### src/hdl/scow_regs.svh
// Register offsets, fields, reset values and timing counts for the supply code link.
// Assumes a 100 MHz system clock and an internal register port with 7-bit addresses.
`ifndef SCOW_REGS_SVH
`define SCOW_REGS_SVH
`define SCOW_ADDR_TX          7'h66
`define SCOW_ADDR_STATUS      7'h6E
`define SCOW_CODE_RESET       8'hFF
`define SCOW_BUSY_BIT         8
`define SCOW_BUSY_ERR_BIT     9
`define SCOW_ACK_ERR_BIT      10
`define SCOW_CLK_NS           10
`define SCOW_BIT_NS           10000
`define SCOW_BIT_CYCLES       ((`SCOW_BIT_NS + `SCOW_CLK_NS - 1) / `SCOW_CLK_NS)
`define SCOW_LOW1_CYCLES      (`SCOW_BIT_CYCLES / 4)
`define SCOW_LOW0_CYCLES      ((`SCOW_BIT_CYCLES * 3) / 4)
`define SCOW_SAMPLE_CYCLES    (`SCOW_BIT_CYCLES / 2)
`define SCOW_FRAME_BITS       4'd9
`endif

### src/hdl/scow_pkg.sv
// Types shared by the supply code link.
// Assumes the register header is included where offsets are needed.
package scow_pkg;
    typedef enum logic [4:0] {
        ST_IDLE  = 5'b0_0001,
        ST_START = 5'b0_0010,
        ST_BIT   = 5'b0_0100,
        ST_ACK   = 5'b0_1000,
        ST_DONE  = 5'b1_0000
    } scow_state_t;

    typedef struct packed {
        logic       wr;
        logic       rd;
        logic [6:0] addr;
        logic [15:0] wdata;
    } scow_req_t;
endpackage

### src/hdl/scow_bit_timer.sv
// Bit slot timer for the one-wire frame: counts cycles within one slot.
// Assumes start pulses only while the caller is in a frame.
`timescale 1ns/1ps
`include "scow_regs.svh"
module scow_bit_timer (
    input  wire logic        clk_in,
    input  wire logic        rst_in,
    input  wire logic        start_in,
    output logic             end_out,
    output logic [15:0]      count_out
);
    localparam logic [15:0] LAST = 16'(`SCOW_BIT_CYCLES - 1);
    logic running;

    always_ff @(posedge clk_in) begin
        if (rst_in) begin
            running   <= 1'b0;
            count_out <= 16'h0000;
            end_out   <= 1'b0;
        end else begin
            end_out <= 1'b0;
            if (start_in) begin
                running   <= 1'b1;
                count_out <= 16'h0000;
            end else if (running) begin
                if (count_out == LAST) begin
                    running <= 1'b0;
                    end_out <= 1'b1;
                end else begin
                    count_out <= count_out + 16'h0001;
                end
            end
        end
    end
endmodule

### src/hdl/scow_top.sv
// Supply code transmitter: register port plus one-wire link with acknowledge.
// Assumes a host register port on the same clock and an open-drain link wire.
// Contract
// - Code field bits 7:0, resets 0xFF
// - Block code writes until transmission finishes
// - Busy bit 8 while pending or sending
// - Rejected write sets busy error bit 9
// - No acknowledge triggers exactly one retry
// - Second failure sets acknowledge error bit 10
// - Clear input pulse clears both errors
// - Status 7:0 holds last acknowledged code
// - Status register ignores all writes
`timescale 1ns/1ps
`include "scow_regs.svh"
module scow_top
    import scow_pkg::*;
(
    input  wire logic             SYS_CLK_IN,
    input  wire logic             RST_IN,
    input  wire scow_pkg::scow_req_t REQ_IN,
    input  wire logic             LINK_ERR_CLEAR_IN,
    input  wire logic             LINK_IN,
    output logic                  LINK_OUT,
    output logic                  LINK_OE_OUT,
    output logic [15:0]           RDATA_OUT,
    output logic                  RVALID_OUT
);
    import scow_pkg::*;

    localparam logic [15:0] LOW1  = 16'(`SCOW_LOW1_CYCLES);
    localparam logic [15:0] LOW0  = 16'(`SCOW_LOW0_CYCLES);
    localparam logic [15:0] SAMPL = 16'(`SCOW_SAMPLE_CYCLES);

    scow_state_t state;
    logic [7:0]  tx_code;
    logic [7:0]  last_code;
    logic        busy;
    logic        busy_err;
    logic        ack_err;
    logic [7:0]  shift;
    logic [3:0]  bit_idx;
    logic        retry;
    logic        ack_seen;
    logic        slot_start;
    logic        slot_end;
    logic [15:0] slot_cnt;
    logic        link_s1;
    logic        link_s2;
    logic        link_s3;
    logic        link_lvl;
    logic        code_wr;
    logic        next_oe;

    // Wire comes from outside: three stages, accept on agreement of last two
    always_ff @(posedge SYS_CLK_IN) begin
        if (RST_IN) begin
            link_s1  <= 1'b1;
            link_s2  <= 1'b1;
            link_s3  <= 1'b1;
            link_lvl <= 1'b1;
        end else begin
            link_s1 <= LINK_IN;
            link_s2 <= link_s1;
            link_s3 <= link_s2;
            if (link_s2 == link_s3) begin
                link_lvl <= link_s3;
            end
        end
    end

    assign code_wr = REQ_IN.wr && (REQ_IN.addr == `SCOW_ADDR_TX);

    scow_bit_timer scow_bit_timer_i (
        .clk_in    (SYS_CLK_IN),
        .rst_in    (RST_IN),
        .start_in  (slot_start),
        .end_out   (slot_end),
        .count_out (slot_cnt)
    );

    // Code register; writes while busy are dropped
    always_ff @(posedge SYS_CLK_IN) begin
        if (RST_IN) begin
            tx_code <= `SCOW_CODE_RESET;
        end else if (code_wr && !busy) begin
            tx_code <= REQ_IN.wdata[7:0];
        end
    end

    // Busy error: set beats clear in the same cycle
    always_ff @(posedge SYS_CLK_IN) begin
        if (RST_IN) begin
            busy_err <= 1'b0;
        end else if (code_wr && busy) begin
            busy_err <= 1'b1;
        end else if (LINK_ERR_CLEAR_IN) begin
            busy_err <= 1'b0;
        end
    end

    // Frame sequencer: start slot, eight data slots MSB first, ack slot
    always_ff @(posedge SYS_CLK_IN) begin
        if (RST_IN) begin
            state      <= ST_IDLE;
            busy       <= 1'b0;
            shift      <= 8'h00;
            bit_idx    <= 4'h0;
            retry      <= 1'b0;
            ack_seen   <= 1'b0;
            slot_start <= 1'b0;
            last_code  <= `SCOW_CODE_RESET;
            ack_err    <= 1'b0;
        end else begin
            slot_start <= 1'b0;
            if (LINK_ERR_CLEAR_IN) begin
                ack_err <= 1'b0;
            end
            case (state)
                ST_IDLE: begin
                    if (code_wr && !busy) begin
                        busy       <= 1'b1;
                        retry      <= 1'b0;
                        state      <= ST_START;
                        slot_start <= 1'b1;
                    end
                end
                ST_START: begin
                    if (slot_end) begin
                        shift      <= tx_code;
                        bit_idx    <= 4'h0;
                        state      <= ST_BIT;
                        slot_start <= 1'b1;
                    end
                end
                ST_BIT: begin
                    if (slot_end) begin
                        shift      <= {shift[6:0], 1'b0};
                        bit_idx    <= bit_idx + 4'h1;
                        slot_start <= 1'b1;
                        if (bit_idx == (`SCOW_FRAME_BITS - 4'd2)) begin
                            state    <= ST_ACK;
                            ack_seen <= 1'b0;
                        end
                    end
                end
                ST_ACK: begin
                    if (slot_cnt > SAMPL && !link_lvl) begin
                        ack_seen <= 1'b1;
                    end
                    if (slot_end) begin
                        if (ack_seen) begin
                            last_code <= tx_code;
                            state     <= ST_DONE;
                        end else if (!retry) begin
                            retry      <= 1'b1;
                            state      <= ST_START;
                            slot_start <= 1'b1;
                        end else begin
                            ack_err <= 1'b1;
                            state   <= ST_DONE;
                        end
                    end
                end
                ST_DONE: begin
                    busy  <= 1'b0;
                    state <= ST_IDLE;
                end
                default: begin
                    state <= ST_IDLE;
                    busy  <= 1'b0;
                end
            endcase
        end
    end

    // Open drain: pull low at slot start, length encodes the bit
    always_comb begin
        next_oe = 1'b0;
        case (state)
            ST_START: next_oe = !slot_start;
            ST_BIT:   next_oe = !slot_start && (slot_cnt < (shift[7] ? LOW1 : LOW0));
            ST_ACK:   next_oe = !slot_start && (slot_cnt < LOW1);
            default:  next_oe = 1'b0;
        endcase
    end

    always_ff @(posedge SYS_CLK_IN) begin
        if (RST_IN) begin
            LINK_OE_OUT <= 1'b0;
            LINK_OUT    <= 1'b0;
        end else begin
            LINK_OE_OUT <= next_oe;
            LINK_OUT    <= 1'b0;
        end
    end

    // Read port; status register has no write path at all
    always_ff @(posedge SYS_CLK_IN) begin
        if (RST_IN) begin
            RDATA_OUT  <= 16'h0000;
            RVALID_OUT <= 1'b0;
        end else begin
            RVALID_OUT <= REQ_IN.rd;
            RDATA_OUT  <= 16'h0000;
            if (REQ_IN.rd && REQ_IN.addr == `SCOW_ADDR_TX) begin
                RDATA_OUT <= {8'h00, tx_code};
            end else if (REQ_IN.rd && REQ_IN.addr == `SCOW_ADDR_STATUS) begin
                RDATA_OUT <= {5'h00, ack_err, busy_err, busy, last_code};
            end
        end
    end

    AST_WRITE_BLOCKED: assert property (@(posedge SYS_CLK_IN) disable iff (RST_IN)
        (code_wr && busy) |=> $stable(tx_code))
        else $error("Code changed by write while busy");

    AST_CODE_ONLY_WR: assert property (@(posedge SYS_CLK_IN) disable iff (RST_IN)
        !$stable(tx_code) |-> ($past(code_wr) && !$past(busy)))
        else $error("Code changed without accepted write");

    AST_CODE_RESET: assert property (@(posedge SYS_CLK_IN) disable iff (RST_IN)
        $fell(RST_IN) |-> (tx_code == `SCOW_CODE_RESET && last_code == `SCOW_CODE_RESET))
        else $error("Code fields not at reset value");

    AST_BUSY_SET: assert property (@(posedge SYS_CLK_IN) disable iff (RST_IN)
        (code_wr && !busy) |=> busy)
        else $error("Busy not set after accepted write");

    AST_BUSY_CAUSE: assert property (@(posedge SYS_CLK_IN) disable iff (RST_IN)
        $rose(busy) |-> $past(code_wr))
        else $error("Busy raised without accepted write");

    AST_BUSY_HOLDS: assert property (@(posedge SYS_CLK_IN) disable iff (RST_IN)
        (busy && state != ST_DONE) |=> busy)
        else $error("Busy dropped before sequence end");

    AST_IDLE_FREE: assert property (@(posedge SYS_CLK_IN) disable iff (RST_IN)
        (state == ST_IDLE) |-> !busy)
        else $error("Busy while idle");

    AST_BUSY_ERR: assert property (@(posedge SYS_CLK_IN) disable iff (RST_IN)
        (code_wr && busy) |=> busy_err)
        else $error("Busy error not set");

    AST_BUSY_ERR_CAUSE: assert property (@(posedge SYS_CLK_IN) disable iff (RST_IN)
        $rose(busy_err) |-> ($past(code_wr) && $past(busy)))
        else $error("Busy error without blocked write");

    AST_RETRY: assert property (@(posedge SYS_CLK_IN) disable iff (RST_IN)
        (state == ST_ACK && slot_end && !ack_seen && !retry) |=> (state == ST_START && busy))
        else $error("No retry after missing acknowledge");

    AST_RETRY_ONCE: assert property (@(posedge SYS_CLK_IN) disable iff (RST_IN)
        (state == ST_ACK && slot_end && !ack_seen && retry) |=> (state == ST_DONE))
        else $error("More than one retry");

    AST_ACK_ERR: assert property (@(posedge SYS_CLK_IN) disable iff (RST_IN)
        (state == ST_ACK && slot_end && !ack_seen && retry) |=> ack_err)
        else $error("Acknowledge error not set");

    AST_ACK_ERR_CAUSE: assert property (@(posedge SYS_CLK_IN) disable iff (RST_IN)
        $rose(ack_err) |-> ($past(state) == ST_ACK && $past(slot_end)
            && $past(retry) && !$past(ack_seen)))
        else $error("Acknowledge error without second failure");

    AST_CLEAR: assert property (@(posedge SYS_CLK_IN) disable iff (RST_IN)
        (LINK_ERR_CLEAR_IN && !code_wr && !(state == ST_ACK && slot_end))
            |=> (!busy_err && !ack_err))
        else $error("Errors not cleared");

    AST_LAST_CODE: assert property (@(posedge SYS_CLK_IN) disable iff (RST_IN)
        (state == ST_ACK && slot_end && ack_seen) |=> (last_code == tx_code))
        else $error("Last code not updated");

    AST_STATUS_READ: assert property (@(posedge SYS_CLK_IN) disable iff (RST_IN)
        (REQ_IN.rd && REQ_IN.addr == `SCOW_ADDR_STATUS)
            |=> (RDATA_OUT[7:0] == $past(last_code) && RDATA_OUT[8] == $past(busy)))
        else $error("Status read data wrong");

    AST_TX_READ: assert property (@(posedge SYS_CLK_IN) disable iff (RST_IN)
        (REQ_IN.rd && REQ_IN.addr == `SCOW_ADDR_TX)
            |=> (RDATA_OUT == {8'h00, $past(tx_code)}))
        else $error("Code readback wrong");

    AST_STATUS_RO: assert property (@(posedge SYS_CLK_IN) disable iff (RST_IN)
        (REQ_IN.wr && REQ_IN.addr == `SCOW_ADDR_STATUS && state == ST_IDLE
            && !LINK_ERR_CLEAR_IN) |=> ($stable(busy) && $stable(busy_err)
            && $stable(ack_err) && $stable(last_code)))
        else $error("Status changed by a write");

    AST_FAIL_KEEPS: assert property (@(posedge SYS_CLK_IN) disable iff (RST_IN)
        (state == ST_ACK && slot_end && !ack_seen) |=> $stable(last_code))
        else $error("Last code changed on failure");

    AST_BUSY_CLEAR: assert property (@(posedge SYS_CLK_IN) disable iff (RST_IN)
        (state == ST_DONE) |=> (!busy && state == ST_IDLE))
        else $error("Busy not cleared at end");

    AST_IDLE_RELEASED: assert property (@(posedge SYS_CLK_IN) disable iff (RST_IN)
        (state == ST_IDLE) |=> !LINK_OE_OUT)
        else $error("Wire pulled while idle");

    AST_START_LOW: assert property (@(posedge SYS_CLK_IN) disable iff (RST_IN)
        (state == ST_START && !slot_start) |=> LINK_OE_OUT)
        else $error("Start slot not pulled low");

    AST_ACK_RELEASE: assert property (@(posedge SYS_CLK_IN) disable iff (RST_IN)
        (state == ST_ACK && !slot_start && slot_cnt > SAMPL) |=> !LINK_OE_OUT)
        else $error("Wire still pulled at acknowledge sample");
endmodule

### config.mk
export PLATFORM = sky130hd
export DESIGN_NAME = scow_top
export DESIGN_NICKNAME = d
export VERILOG_FILES = /design/src/hdl/scow_pkg.sv /design/src/hdl/scow_bit_timer.sv /design/src/hdl/scow_top.sv
export VERILOG_INCLUDE_DIRS = /design/src /design/src/hdl
export SDC_FILE = /design/constraint.sdc
export NUM_CORES = 1
export LEC_CHECK = 0
export BUFFER_PORTS_ARGS = -buffer_cell sky130_fd_sc_hd__buf_4
export CAP_MARGIN = 20
export CORE_UTILIZATION = 50
export DETAILED_ROUTE_END_ITERATION = 16
export GPL_TIMING_DRIVEN = 0
export PLACE_DENSITY = 0.81
export SLEW_MARGIN = 20
export SYNTH_ARGS = -nofsm -noshare
export SYNTH_HDL_FRONTEND = slang
export SYNTH_SLANG_ARGS = --single-unit
### constraint.sdc
create_clock -name SYS_CLK_IN -period 4.33 [get_ports SYS_CLK_IN]
set_clock_uncertainty 0.05 [all_clocks]
set_input_delay 0.433 -clock SYS_CLK_IN [delete_from_list [all_inputs] [get_ports SYS_CLK_IN]]
set_output_delay 0.433 -clock SYS_CLK_IN [all_outputs]
set_load 0.05 [all_outputs]
## Word-level counts from Yosys, hierarchy flattened

Index checks and enable logic that the tools add are counted.

| operators by class | value |
|---|---|
| add/subtract/negate cells | 2 |
| order comparisons | 3 |
| eq/ne operators | 16 |
| mux-type cells | 45 |
| bitwise logic cells | 4 |
| reductions and logical operators | 28 |

Operators with widths:

| kind | count |
|---|---|
| two-way mux 5 bit | 7 |
| two-way mux 8 bit | 4 |
| two-way mux 1 bit | 23 |
| one-hot mux 5 bit (4 select lines) | 1 |
| adder 16 x 1 -> 16 bit (second input constant) | 1 |
| equality test 16 x 10 -> 1 bit (second input constant) | 1 |
| > comparator 16 x 9 -> 1 bit (second input constant) | 1 |
| < comparator 16 x 10 -> 1 bit | 1 |
| < comparator 16 x 8 -> 1 bit (second input constant) | 1 |
| one-hot mux 8 bit (2 select lines) | 1 |
| equality test 7 bit (second input constant) | 2 |
| two-way mux 10 bit | 1 |
| OR reduction 3 bit | 3 |
| logical AND 1 bit | 8 |
| two-way mux 4 bit | 2 |
| inequality test 2 bit (second input constant) | 4 |
| one-hot mux 4 bit (2 select lines) | 1 |
| AND reduction 4 bit | 2 |
| nonzero test 2 bit | 4 |
| inequality test 2 x 1 -> 1 bit (second input constant) | 3 |
| one-hot mux 1 bit (2 select lines) | 3 |
| one-hot mux 1 bit (3 select lines) | 2 |
| AND reduction 3 bit | 2 |
| OR reduction 2 bit | 3 |
| 11 further kinds | 17 |

| storage, ports and cells | value |
|---|---|
| register bits after elaboration | 79 |
| bits of input ports | 29 |
| output and inout port bits | 19 |
| logic and storage cells | 121 |

## Depth between registers and ports, before layout

Gate-level depths: netlist of the first run.

| depth | value |
|---|---|
| depth in word-level cells | 5 |
| gate-level depth with buffers | 7 |
| gate-level depth less buffers | 6 |

## Cells and area by module

A second synthesis of the first run with hierarchy kept.

| unflattened totals | value |
|---|---|
| cells, all modules | 360 |
| area, all modules | 3308.2 sq um |

By module, submodules not included:

| module | instances | cells an instance | area an instance (sq um) | seq. area each (sq um) |
|---|---|---|---|---|
| scow_top | 1 | 267 | 2476.1 | 1121.1 |
| scow_bit_timer | 1 | 93 | 832.0 | 360.3 |

## Worst setup path before layout of the first run

No wires, ideal clock.

| timing | value |
|---|---|
| kind | input to register |
| from | input port REQ_IN[19] (netlist bit) |
| to | register state[0] |
| setup time | 0.123 ns |
| data arrival time | 1.459 ns |
| data required time | 4.157 ns |
| setup slack | 2.697 ns |
| stages | 5 |
| path buffers | 1 |
| cell sequence | or2_1 > nor4_1 > buf_4 > nor2_1 > or2_2 |

| between the ends | value |
|---|---|
| cells in the longest elaborated chain, start to end | 5 |

Ends and longest elaborated chain:

| element | RTL line | RTL |
|---|---|---|
| start: declaration | scow_top.sv:20 | `input wire scow_pkg::scow_req_t REQ_IN,` |
| equality test 7 bit (no line) | -- |  |
| logical AND 1 bit | scow_top.sv:71 | `` assign code_wr = REQ_IN.wr && (REQ_IN.addr == `SCOW_ADDR_TX); `` |
| logical AND 1 bit | scow_top.sv:120 | `if (code_wr && !busy) begin` |
| inequality test 2 bit (no line) | -- |  |
| AND reduction 5 bit (no line) | -- |  |
| end signal: assignment | scow_top.sv:123 | `state <= ST_START;` |
| end signal: assignment | scow_top.sv:131 | `state <= ST_BIT;` |
| end signal: assignment | scow_top.sv:141 | `state <= ST_ACK;` |
| end: declaration | scow_top.sv:34 | `scow_state_t state;` |

No other way between the ends.
A chain may end at the register's enable or synchronous reset.

## Final worst setup path of the first run

| timing | value |
|---|---|
| from | register scow_bit_timer_i.count_out[1] |
| to | register scow_bit_timer_i.count_out[12] |

| between the ends | value |
|---|---|
| cells in the longest elaborated chain, start to end | 3 |
| elaborated cells on any way between the ends | 4 |
| those cells by class | add/sub: 1; eq/ne: 1; bitwise: 1; reduce/logical: 1 |

Ends and longest elaborated chain:

| element | RTL line | RTL |
|---|---|---|
| start: declaration | scow_bit_timer.sv:10 | `output logic [15:0] count_out` |
| start signal: assignment | scow_bit_timer.sv:30 | `count_out <= count_out + 16'h0001;` |
| branches (longest 3 deep; another with adder 16 x 1 -> 16 bit) | -- |  |

Several ways; the timed one is not identified.

==> impl_metrics.csv, run 1 <==
group,metric,value,unit
clock_tree,cts_setup_buffers,0,
power_and_ir_drop,vdd_drop_max,263.0,uV
setup_path,r2r_cells,6,
yosys,synth_flop_cell,"dfxtp_1",
sta,worstMarginPinSlew,569.3,ps
yosys,synth-edff-count,0,
job,maxCapViolCount,0,
final_layout,area_growth,17.64,%
route,remaining_drc_errors,0,
yosys,async_reset_ff_frac,0,
power_and_ir_drop,finalPower,1.411,mW
grt,antenna_found_initial,0,
floorplanning,start_util,0.5301,
sta,setup_viol,0,
yosys,avgSynthCellArea,8.975,um2
route,first_pass_iters,4,
route,vias,2758,
setup_path,end_kind,"flop",
power_and_ir_drop,powerDensity,373.4,nW/um2
grt,grt_usage,0.2245,
sta,timing_hold_violations_final,0,
sta,rsz0062_at_grt,"false",
yosys,synth_area_leaders,"dfxtp_1 (46%), mux2i_1 (5.6%), nor2_1 (5.3%)",
power_and_ir_drop,comb_power_share,0.103,
clock_tree,cts_buffer_depth,2,
route,initialDrtViolationCount,123,
setup_path,required,4570,ps
grt,grt_pass1_vias,2540,
sta,fmax,514.7,MHz
setup_path,crit_arrival,2180,ps
setup_path,worst-setup-path-type,"flop to flop",
final_layout,fill_cells,522,
floorplanning,core_region_area,6061,um2
power_and_ir_drop,p_clk_frac,0.399,
yosys,ys_warn_count,0,
sta,finalMaxSlewViolations,0,
min_path,hold_path_startpoint,"LINK_IN",
floorplanning,io_pins,48,
clock_tree,tritoncts,"yes",
floorplanning,dieArea,6751,um2
setup_path,r2r_start,"scow_bit_timer_i.count_out[1]",
grt,grt_start_max_net_pins,16,
power_and_ir_drop,p_switching,384.3,uW
min_path,hold_class,"primary input to flop",
final_layout,layout.area.seq,1481,um2
floorplanning,chipWidth,82.17,um
yosys,synthDistinctLibCells,56,
yosys,syn_inst,358,
route,antenna_left,0,
yosys,yosysTopAreaCell,"dfxtp_1",
placed_design,place_congestion,0.8625,
clock_tree,cts_hold_buf,0,
power_and_ir_drop,p_int,1.027,mW
clock_tree,clock_latency,360,ps
yosys,ys_ff_latch,74,
power_and_ir_drop,sw_frac_of_total,0.2723,
clock_tree,cts_sinks,74,
clock_tree,htreeDepth,3,
final_layout,antenna_cells,0,
grt,globalRoute.totalOverflow,0,
power_and_ir_drop,pwr-share-seq,0.498,
setup_path,rr_endpoint,"scow_bit_timer_i.count_out[12]",
final_layout,multiInputGateArea,1597,um2
clock_tree,clk_pin_slew,80,ps
setup_path,critPathLaunchType,"flop",
route,totalWireLength,6.992,mm
sta,final.period_utilization,0.4487,
min_path,min_to,"link_s1",
sta,slew_headroom,0.6205,
floorplanning,rows,28,
sta,fin_tns_setup,0,ps
outcome,run_status,"finished clean",
power_and_ir_drop,leakage,1.557,nW
floorplanning,die_h,82.17,um
placed_design,port_buffers,33,
route,via_per_inst,5.663,
yosys,synth_top_area_share,0.4611,
clock_tree,ctsRootBufferMaster,"clkbuf_8",
final_layout,drive_gt1_frac,0.1893,
setup_path,path_max_fanout,6,
final_layout,final_net_count,442,
yosys,syn_area,3213,um2
clock_tree,cts_resized,0,
sta,min_period,1943,ps
yosys,seq_area_frac_synth,0.4611,
min_path,holdPathStages,2,
clock_tree,cts_buffers,9,
setup_path,rrSetupSlack,2390,ps
route,wire_per_inst,14.36,um
placed_design,hpwl,4.949,mm
grt,grt_pass1_wl,11.45,mm
## kinds of logic (layout without fill, tap and decap cells)
logic type | Yosys count | count (layout) | share of synthesized area
AND/OR/NAND/NOR | 159 | 159 | 0.2512
multiplexers | 18 | 18 | 0.05607
flip-flops | 74 | 74 | 0.4611
adder cells (fa/ha/maj) | 6 | 6 | 0.02336
other | 1 | 6 | 0.001167
buffers and inverters | 30 | 79 | 0.04789
XOR/XNOR | 11 | 11 | 0.02998
AO/OA/AOI/OAI | 59 | 59 | 0.1293
## layer usage
| metal | global-route usage | vias to the layer above | wire length [um] |
|---|---|---|---|
| met4 | 0.09649 | 0 | 112 |
| li1 | - | 1355 | - |
| met2 | 0.3818 | 76 | 3483 |
| met1 | 0.2717 | 1317 | 3100 |
| met5 | 0 | - | 0 |
| met3 | 0.04945 | 10 | 295 |
## cells in the mapped netlist (3+ instances only)
cell type   n
a21o_1      3
a21oi_1    15
a22oi_1     8
a311oi_1    7
a31oi_1     3
a32oi_1     3
and3_1      8
buf_2       3
buf_4       8
clkbuf_1    9
dfxtp_1    74
ha_1        6
inv_1       8
mux2i_1    18
nand2_1    43
nand3_1    14
nand4_1     7
nor2_1     45
nor2_2      3
nor2b_1     3
nor3_1      8
o21ai_0    10
or2_2       4
or3_1       3
xnor2_1     5
xor2_1      6
## power by group through the flow
| stage | sequential, mW | combinational (mW) | clock [mW] |
|---|---|---|---|
| global placement | 0.718 | 0.137 | 0 |
| detailed placement | 0.719 | 0.143 | 0 |
| CTS | 0.703 | 0.143 | 0.570 |
| finish | 0.703 | 0.146 | 0.563 |
| floorplan | 0.720 | 0.100 | 0 |
| global route | 0.705 | 0.157 | 0.597 |
## sequential cells by signal (all words and copies together) (netlist names), 4 cells and up
register                    cells
last_code                       8
RDATA_OUT                      11
state                           5
tx_code                         8
scow_bit_timer_i.count_out     16
shift                           8
bit_idx                         4
## critical path, cell delays in order (launching register included)
cell and delay [ps]:
dfxtp_1 450, ha_1 220, nand2_1 130, nor3_4 240, nand4_1 250, or3_1 410
a21oi_1 140
## placed cells by master, fill, tap and decap left out, types with 2 or more instances in the layout
cell type   netlist  routed
dfxtp_1          74      74
nor2_1           45      45
nand2_1          43      43
buf_4             8      41
mux2i_1          18      18
a21oi_1          15      15
nand3_1          14      14
o21ai_0          10      10
clkbuf_1          9       9
clkbuf_8          0       9
inv_1             8       8
and3_1            8       8
nor3_1            8       8
a22oi_1           8       8
a311oi_1          7       7
nand4_1           7       7
xor2_1            6       6
ha_1              6       6
conb_1            1       6
xnor2_1           5       5
or2_2             4       4
nor2_2            3       3
buf_2             3       3
a32oi_1           3       3
a21o_1            3       3
or3_1             3       3
nor2b_1           3       3
a31oi_1           3       3
inv_6             0       3
nor4_1            2       2
and3b_1           2       2
and4b_1           2       2
and4_1            2       2
clkinvlp_4        0       2
## worst max-delay path by stage
stage	startpoint	cells past startpoint	slack, ps	endpoint
floorplan	REQ_IN[19]	5	2700	state[0]
global placement	REQ_IN[19]	7	2460	state[4]
detailed placement	REQ_IN[19]	7	2440	state[4]
CTS	scow_bit_timer_i.count_out[1]	6	2420	scow_bit_timer_i.count_out[12]
global route	scow_bit_timer_i.end_out	6	2240	shift[5]
finish	scow_bit_timer_i.count_out[1]	6	2390	scow_bit_timer_i.count_out[12]
## final cells by class
type	instances	share of cell area
multi-input combinational	259	0.4224
buffer	21	0.03178
timing repair buffer	33	0.06554
sequential	74	0.3919
tap	75	0.02483
clock buffer	9	0.03277
inverter	9	0.008937
clock inverter	7	0.02185
## metrics by stage
stage	cells	area [um2]	utilization	hold WS, ps	setup slack (ps)
after floorplan	363	3232	-	339.5	2697
after CTS	487	3780	0.6237	209.5	2416
after global placement	471	3573	0.5896	342.3	2457
after global routing	487	3780	0.6237	213.1	2243
after detailed placement	471	3573	0.5896	358.1	2438
final	487	3780	0.6237	216.6	2387
No activity file was read; power rests on OpenSTA's default activity.
==> run 2: changes to the inputs <==
--- a/config.mk
+++ b/config.mk
@@ -11,7 +11,7 @@
 export CORE_UTILIZATION = 50
 export DETAILED_ROUTE_END_ITERATION = 16
 export GPL_TIMING_DRIVEN = 0
-export PLACE_DENSITY = 0.81
+export PLACE_DENSITY = 0.84
 export SLEW_MARGIN = 20
 export SYNTH_ARGS = -nofsm -noshare
 export SYNTH_HDL_FRONTEND = slang
==> constraint.sdc (replaced) <==
create_clock -name SYS_CLK_IN -period 1.6 [get_ports SYS_CLK_IN]
set_clock_uncertainty 0.05 [all_clocks]
set_input_delay 0.16 -clock SYS_CLK_IN [delete_from_list [all_inputs] [get_ports SYS_CLK_IN]]
set_output_delay 0.16 -clock SYS_CLK_IN [all_outputs]
set_load 0.05 [all_outputs]
==> run 2 against run 1 <==
The run now ends with setup timing left. Critical endpoint is now shift[6]. Fmax increased by 19%. Utilization increased by 6.9 points. Total power increased to 2.7 times the previous value.
==> impl_metrics.csv, run 2 (synthesis gave the netlist of run 1 again) <==
group,metric,value,unit
grt,grt_start_max_net_pins,15,
sta,worstMarginPinSlew,572.8,ps
final_layout,antenna_cells,0,
clock_tree,clock_latency,350,ps
power_and_ir_drop,leakage,1.730,nW
clock_tree,htreeDepth,3,
outcome,failed_checks,"setup timing",
route,totalWireLength,7.883,mm
grt,grt_usage,0.2441,
final_layout,final_net_count,465,
setup_path,critPathLaunchType,"flop",
final_layout,area_growth,30.57,%
sta,slew_headroom,0.6181,
route,vias,2902,
setup_path,crit_arrival,1830,ps
placed_design,place_congestion,0.8844,
setup_path,path_max_fanout,10,
sta,fin_tns_setup,-90.37,ps
setup_path,worst-setup-path-type,"flop to flop",
sta,timing_hold_violations_final,0,
placed_design,port_buffers,33,
job,maxCapViolCount,0,
power_and_ir_drop,finalPower,3.844,mW
sta,finalMaxSlewViolations,0,
final_layout,fill_cells,418,
route,remaining_drc_errors,0,
min_path,hold_class,"primary input to flop",
clock_tree,cts_buffer_depth,2,
setup_path,cpMaxStageDelayCell,"dfxtp_2",
grt,grt_pass1_wl,12.30,mm
floorplanning,start_util,0.5301,
setup_path,required,1790,ps
floorplanning,die_h,82.17,um
clock_tree,cts_sinks,74,
floorplanning,rows,28,
grt,grt_pass1_vias,2757,
final_layout,largest-register,"scow_bit_timer_i.count_out",
grt,antenna_found_initial,0,
final_layout,drive_gt1_frac,0.2989,
clock_tree,cts_buffers,9,
power_and_ir_drop,powerDensity,916.3,nW/um2
power_and_ir_drop,vdd_drop_max,997.6,uV
sta,min_period,1638,ps
route,initialDrtViolationCount,141,
setup_path,end_kind,"flop",
floorplanning,io_pins,48,
setup_path,cpPeakStageDelay,410,ps
sta,fmax,610.6,MHz
route,via_per_inst,5.690,
grt,globalRoute.totalOverflow,0,
floorplanning,core_region_area,6061,um2
floorplanning,chipWidth,82.17,um
sta,final.period_utilization,1.024,
final_layout,post-route-util,0.6922,
floorplanning,dieArea,6751,um2
outcome,run_status,"finished with violations",
final_layout,final_cell_mix,"dfxtp_1 (61), buf_4 (58), nor2_1 (42)",
final_layout,reg_top3,"scow_bit_timer_i.count_out (16), RDATA_OUT (11)",
clock_tree,ctsRootBufferMaster,"clkbuf_8",
final_layout,final_common_cell,"dfxtp_1",
route,wire_per_inst,15.46,um
clock_tree,tritoncts,"yes",
sta,setup_viol,4,
sta,fin_ws,-37.83,ps
placed_design,dpl_worst_slack,-258.7,ps
route,first_pass_iters,6,
setup_path,cp_cell_sequence,"nor3b_2 > nand2_2 > a21oi_4 > buf_4 > nor2_1 > a311oi_1",
placed_design,hpwl,4.825,mm
final_layout,largest_reg_flops,16,
sta,rsz0062_at_grt,"true",
clock_tree,clk_pin_slew,80,ps
route,antenna_left,0,
run 2: cell types whose count changed in the layout (fill, tap and decap cells not counted), moves of 3 or more:
cell	change
dlygate4sd3_1	+10
dfxtp_1	-13
buf_4	+17
clkinv_4	+3
nor2_1	-3
dfxtp_4	+4
dfxtp_2	+9
clkbuf_1	-3
nand2_1	-3
run 2: what timing repair did:
item,in CTS,in global routing
cloned,0,0
hold buffers,10,0
hold endpoints to repair,11,0
endpoints found under the setup margin,30,40
pin swaps,14,14
resized for setup,30,24
setup buffers,11,6
run 2: through the flow:
stage	std cells	instance area [um2]	hold slack (ps)
2_1_floorplan	363	3236	213.8
3_3_place_gp	471	3577	297.1
3_5_place_dp	471	3577	300.2
4_1_cts	505	4056	-15.76
5_1_grt	510	4195	7.134
6_report	510	4195	0.5453
run 2: per-layer routing:
metal	GRT usage	vias up	wire, um
met1	0.2811	1401	3345
met3	0.05604	10	343
met4	0.1035	0	95
li1	-	1405	-
met2	0.4314	86	4099
met5	0	-	0
run 2: area by class of cell:
| cell class | instances | area [um2] | area share |
|---|---|---|---|
| multi-input cells | 259 | 1758 | 0.4190 |
| flip-flops and latches | 74 | 1508 | 0.3594 |
| inverters | 9 | 37.54 | 0.008947 |
| well taps | 75 | 93.84 | 0.02237 |
| clock buffers | 9 | 123.9 | 0.02953 |
| plain buffers | 17 | 108.9 | 0.02595 |
| repair buffers | 60 | 488.0 | 0.1163 |
| clock inverters | 7 | 77.57 | 0.01849 |
run 2: report_power, final:
part / switching [mW] / total, mW / internal, mW
Clock: 0.729 / 1.46 / 0.730
Combinational: 0.263 / 0.473 / 0.210
Sequential: 0.0452 / 1.91 / 1.87
run 2: worst paths after layout:
check / slack [ps] / from / endpoint / cells after the start
worst max-delay path: -40 / state[1] / shift[6] / 6
worst min-delay path: 0.5 / RST_IN / state[3] / 2
worst max register to register: -40 / state[1] / shift[6] / 6
worst min register to register: 370 / link_s1 / link_s2 / 1
run 2: worst max-delay path: cells and delay by family (launching register included):
family	cells	cell delay, ps
compound gates	2	430
buf+inv	1	210
simple gates	3	440
flops	1	410
==> run 3: changes to the inputs <==
==> constraint.sdc (replaced) <==
create_clock -name SYS_CLK_IN -period 1.4 [get_ports SYS_CLK_IN]
set_clock_uncertainty 0.05 [all_clocks]
set_input_delay 0.14 -clock SYS_CLK_IN [delete_from_list [all_inputs] [get_ports SYS_CLK_IN]]
set_output_delay 0.14 -clock SYS_CLK_IN [all_outputs]
set_load 0.05 [all_outputs]
==> run 3 against run 2 <==
The run still ends with setup timing left. Critical path type unchanged. Global-route usage grew 2.7 points. Register-to-register slack lost 350 ps. Worst hold slack gained 42 ps. Largest cell class unchanged. Critical endpoint is now shift[4]. Largest power group unchanged.
==> impl_metrics.csv, run 3 (synthesis gave the netlist of run 1 again) <==
group,metric,value,unit
final_layout,area_growth,46.57,%
grt,grt_start_max_net_pins,15,
power_and_ir_drop,finalPower,4.825,mW
floorplanning,rows,28,
final_layout,final_cell_mix,"buf_4 (69), dfxtp_1 (56), nor2_1 (40)",
floorplanning,io_pins,48,
outcome,run_status,"finished with violations",
clock_tree,cts_buffer_depth,2,
placed_design,place_area,3626,um2
final_layout,largest_reg_flops,16,
sta,rsz0062_at_grt,"true",
clock_tree,ctsRootBufferMaster,"clkbuf_8",
sta,fin_tns_setup,-7961,ps
placed_design,port_buffers,33,
setup_path,required,1610,ps
placed_design,place_congestion,0.8920,
outcome,failed_checks,"setup timing",
setup_path,cp_cell_sequence,"buf_6 > nor3b_4 > nand2_2 > a21oi_4 > buf_6 > nor2_1 > a311oi_1",
power_and_ir_drop,p_switching,1.404,mW
power_and_ir_drop,pwr-share-seq,0.457,
setup_path,critPathLaunchType,"flop",
power_and_ir_drop,p_int,3.421,mW
final_layout,fill_cells,349,
sta,worstMarginPinSlew,704.1,ps
floorplanning,chipWidth,82.17,um
placed_design,hpwl,4.891,mm
route,vias,3229,
sta,finalMaxSlewViolations,0,
setup_path,r2r_start,"state[3]",
sta,slew_headroom,0.5306,
clock_tree,cts_sinks,74,
sta,fmax,559.2,MHz
min_path,hold_path_startpoint,"LINK_ERR_CLEAR_IN",
setup_path,rr_endpoint,"shift[4]",
power_and_ir_drop,p_clk_frac,0.360,
setup_path,end_kind,"flop",
sta,setup_viol,44,
floorplanning,die_h,82.17,um
clock_tree,clk_pin_slew,90,ps
route,wire_per_inst,18.87,um
min_path,hold_class,"primary input to flop",
setup_path,r2r_cells,7,
job,maxCapViolCount,0,
power_and_ir_drop,sw_frac_of_total,0.2909,
final_layout,final_net_count,496,
route,first_pass_iters,5,
grt,globalRoute.totalOverflow,0,
route,totalWireLength,10.21,mm
min_path,holdPathStages,4,
clock_tree,htreeDepth,3,
setup_path,rrSetupSlack,-390,ps
final_layout,antenna_cells,0,
clock_tree,clock_latency,370,ps
route,via_per_inst,5.969,
final_layout,final_common_cell,"buf_4",
setup_path,worst-setup-path-type,"flop to flop",
setup_path,crit_arrival,2000,ps
power_and_ir_drop,vdd_drop_max,858.8,uV
grt,grt_usage,0.2715,
grt,antenna_found_initial,0,
setup_path,cpMaxStageDelayCell,"dfxtp_4",
floorplanning,core_region_area,6061,um2
sta,final.period_utilization,1.277,
final_layout,fin_cells,541,
route,remaining_drc_errors,0,
clock_tree,cts_buffers,9,
sta,timing_hold_violations_final,0,
final_layout,drive_gt1_frac,0.4034,
setup_path,cpPeakStageDelay,390,ps
placed_design,dp.cells,471,
final_layout,largest-register,"scow_bit_timer_i.count_out",
sta,min_period,1788,ps
grt,grt_pass1_wl,13.52,mm
power_and_ir_drop,leakage,1.957,nW
setup_path,critPathMostFrequentCell,"buf_6",
route,initialDrtViolationCount,232,
route,antenna_left,0,
min_path,min_to,"busy_err",
floorplanning,start_util,0.5301,
setup_path,path_max_fanout,6,
power_and_ir_drop,powerDensity,1024,nW/um2
sta,fin_ws,-388.1,ps
final_layout,reg_top3,"scow_bit_timer_i.count_out (16), RDATA_OUT (11)",
grt,grt_pass1_vias,2864,
power_and_ir_drop,comb_power_share,0.183,
final_layout,finalInstanceArea,4710,um2
clock_tree,tritoncts,"yes",
floorplanning,dieArea,6751,um2
==> run 3: how the worst max path moves through the flow <==
stage,endpoint,start,depth (start not counted),slack (ps)
2_1_floorplan,state[1],state[3],6,-160
3_3_place_gp,shift[5],scow_bit_timer_i.end_out,6,-380
3_5_place_dp,shift[5],scow_bit_timer_i.end_out,6,-450
4_1_cts,state[1],state[1],5,-240
5_1_grt,shift[4],state[3],7,-440
6_report,shift[4],state[3],7,-390
==> run 3: final cells by class <==
| cell class | count | area, um2 | area share |
|---|---|---|---|
| sequential | 74 | 1516 | 0.3220 |
| tap | 75 | 93.84 | 0.01993 |
| timing repair buffer | 89 | 762.0 | 0.1618 |
| inverter | 9 | 37.54 | 0.007970 |
| clock buffer | 9 | 123.9 | 0.02630 |
| multi-input combinational | 259 | 1959 | 0.4160 |
| clock inverter | 7 | 77.57 | 0.01647 |
| buffer | 19 | 138.9 | 0.02949 |
==> run 3: power groups by stage <==
stage,sequential [mW],clock [mW],combinational [mW]
2_1_floorplan,2.22,0,0.314
3_3_place_gp,2.22,0,0.426
3_5_place_dp,2.22,0,0.439
4_1_cts,2.19,1.73,0.615
5_1_grt,2.21,1.84,0.918
6_report,2.21,1.74,0.882
==> run 3: what timing repair did <==
action / 4_1_cts / 5_1_grt
hold endpoints to repair: 11 / 0
cloned: 1 / 0
setup endpoints to repair: 44 / 56
hold buffers: 11 / 0
buffers inserted: 25 / 20
gates resized for setup: 66 / 46
pin swaps: 28 / 26
==> run 3: stage by stage <==
stage	hold WS [ps]	worst slack (ps)	utilization
after detailed placement	279.7	-452.2	0.5983
after floorplan	193.8	-161.1	-
after global routing	59.32	-437.2	0.7770
after CTS	40.43	-235.5	0.7157
after global placement	275.3	-382.1	0.5983
final	42.87	-388.1	0.7770
==> run 3: layer usage <==
| metal | track usage | wire, um | up-vias |
|---|---|---|---|
| li1 | - | - | 1469 |
| met1 | 0.3139 | 3998 | 1537 |
| met2 | 0.4653 | 5155 | 185 |
| met3 | 0.08022 | 733 | 38 |
| met4 | 0.1140 | 320 | 0 |
| met5 | 0 | 0 | - |
==> run 3: critical path, delay by kind of cell (launching register included) <==
kind | cells | cell delay, ps
compound gates | 2 | 520
flops | 1 | 390
buf+inv | 2 | 280
simple gates | 3 | 440
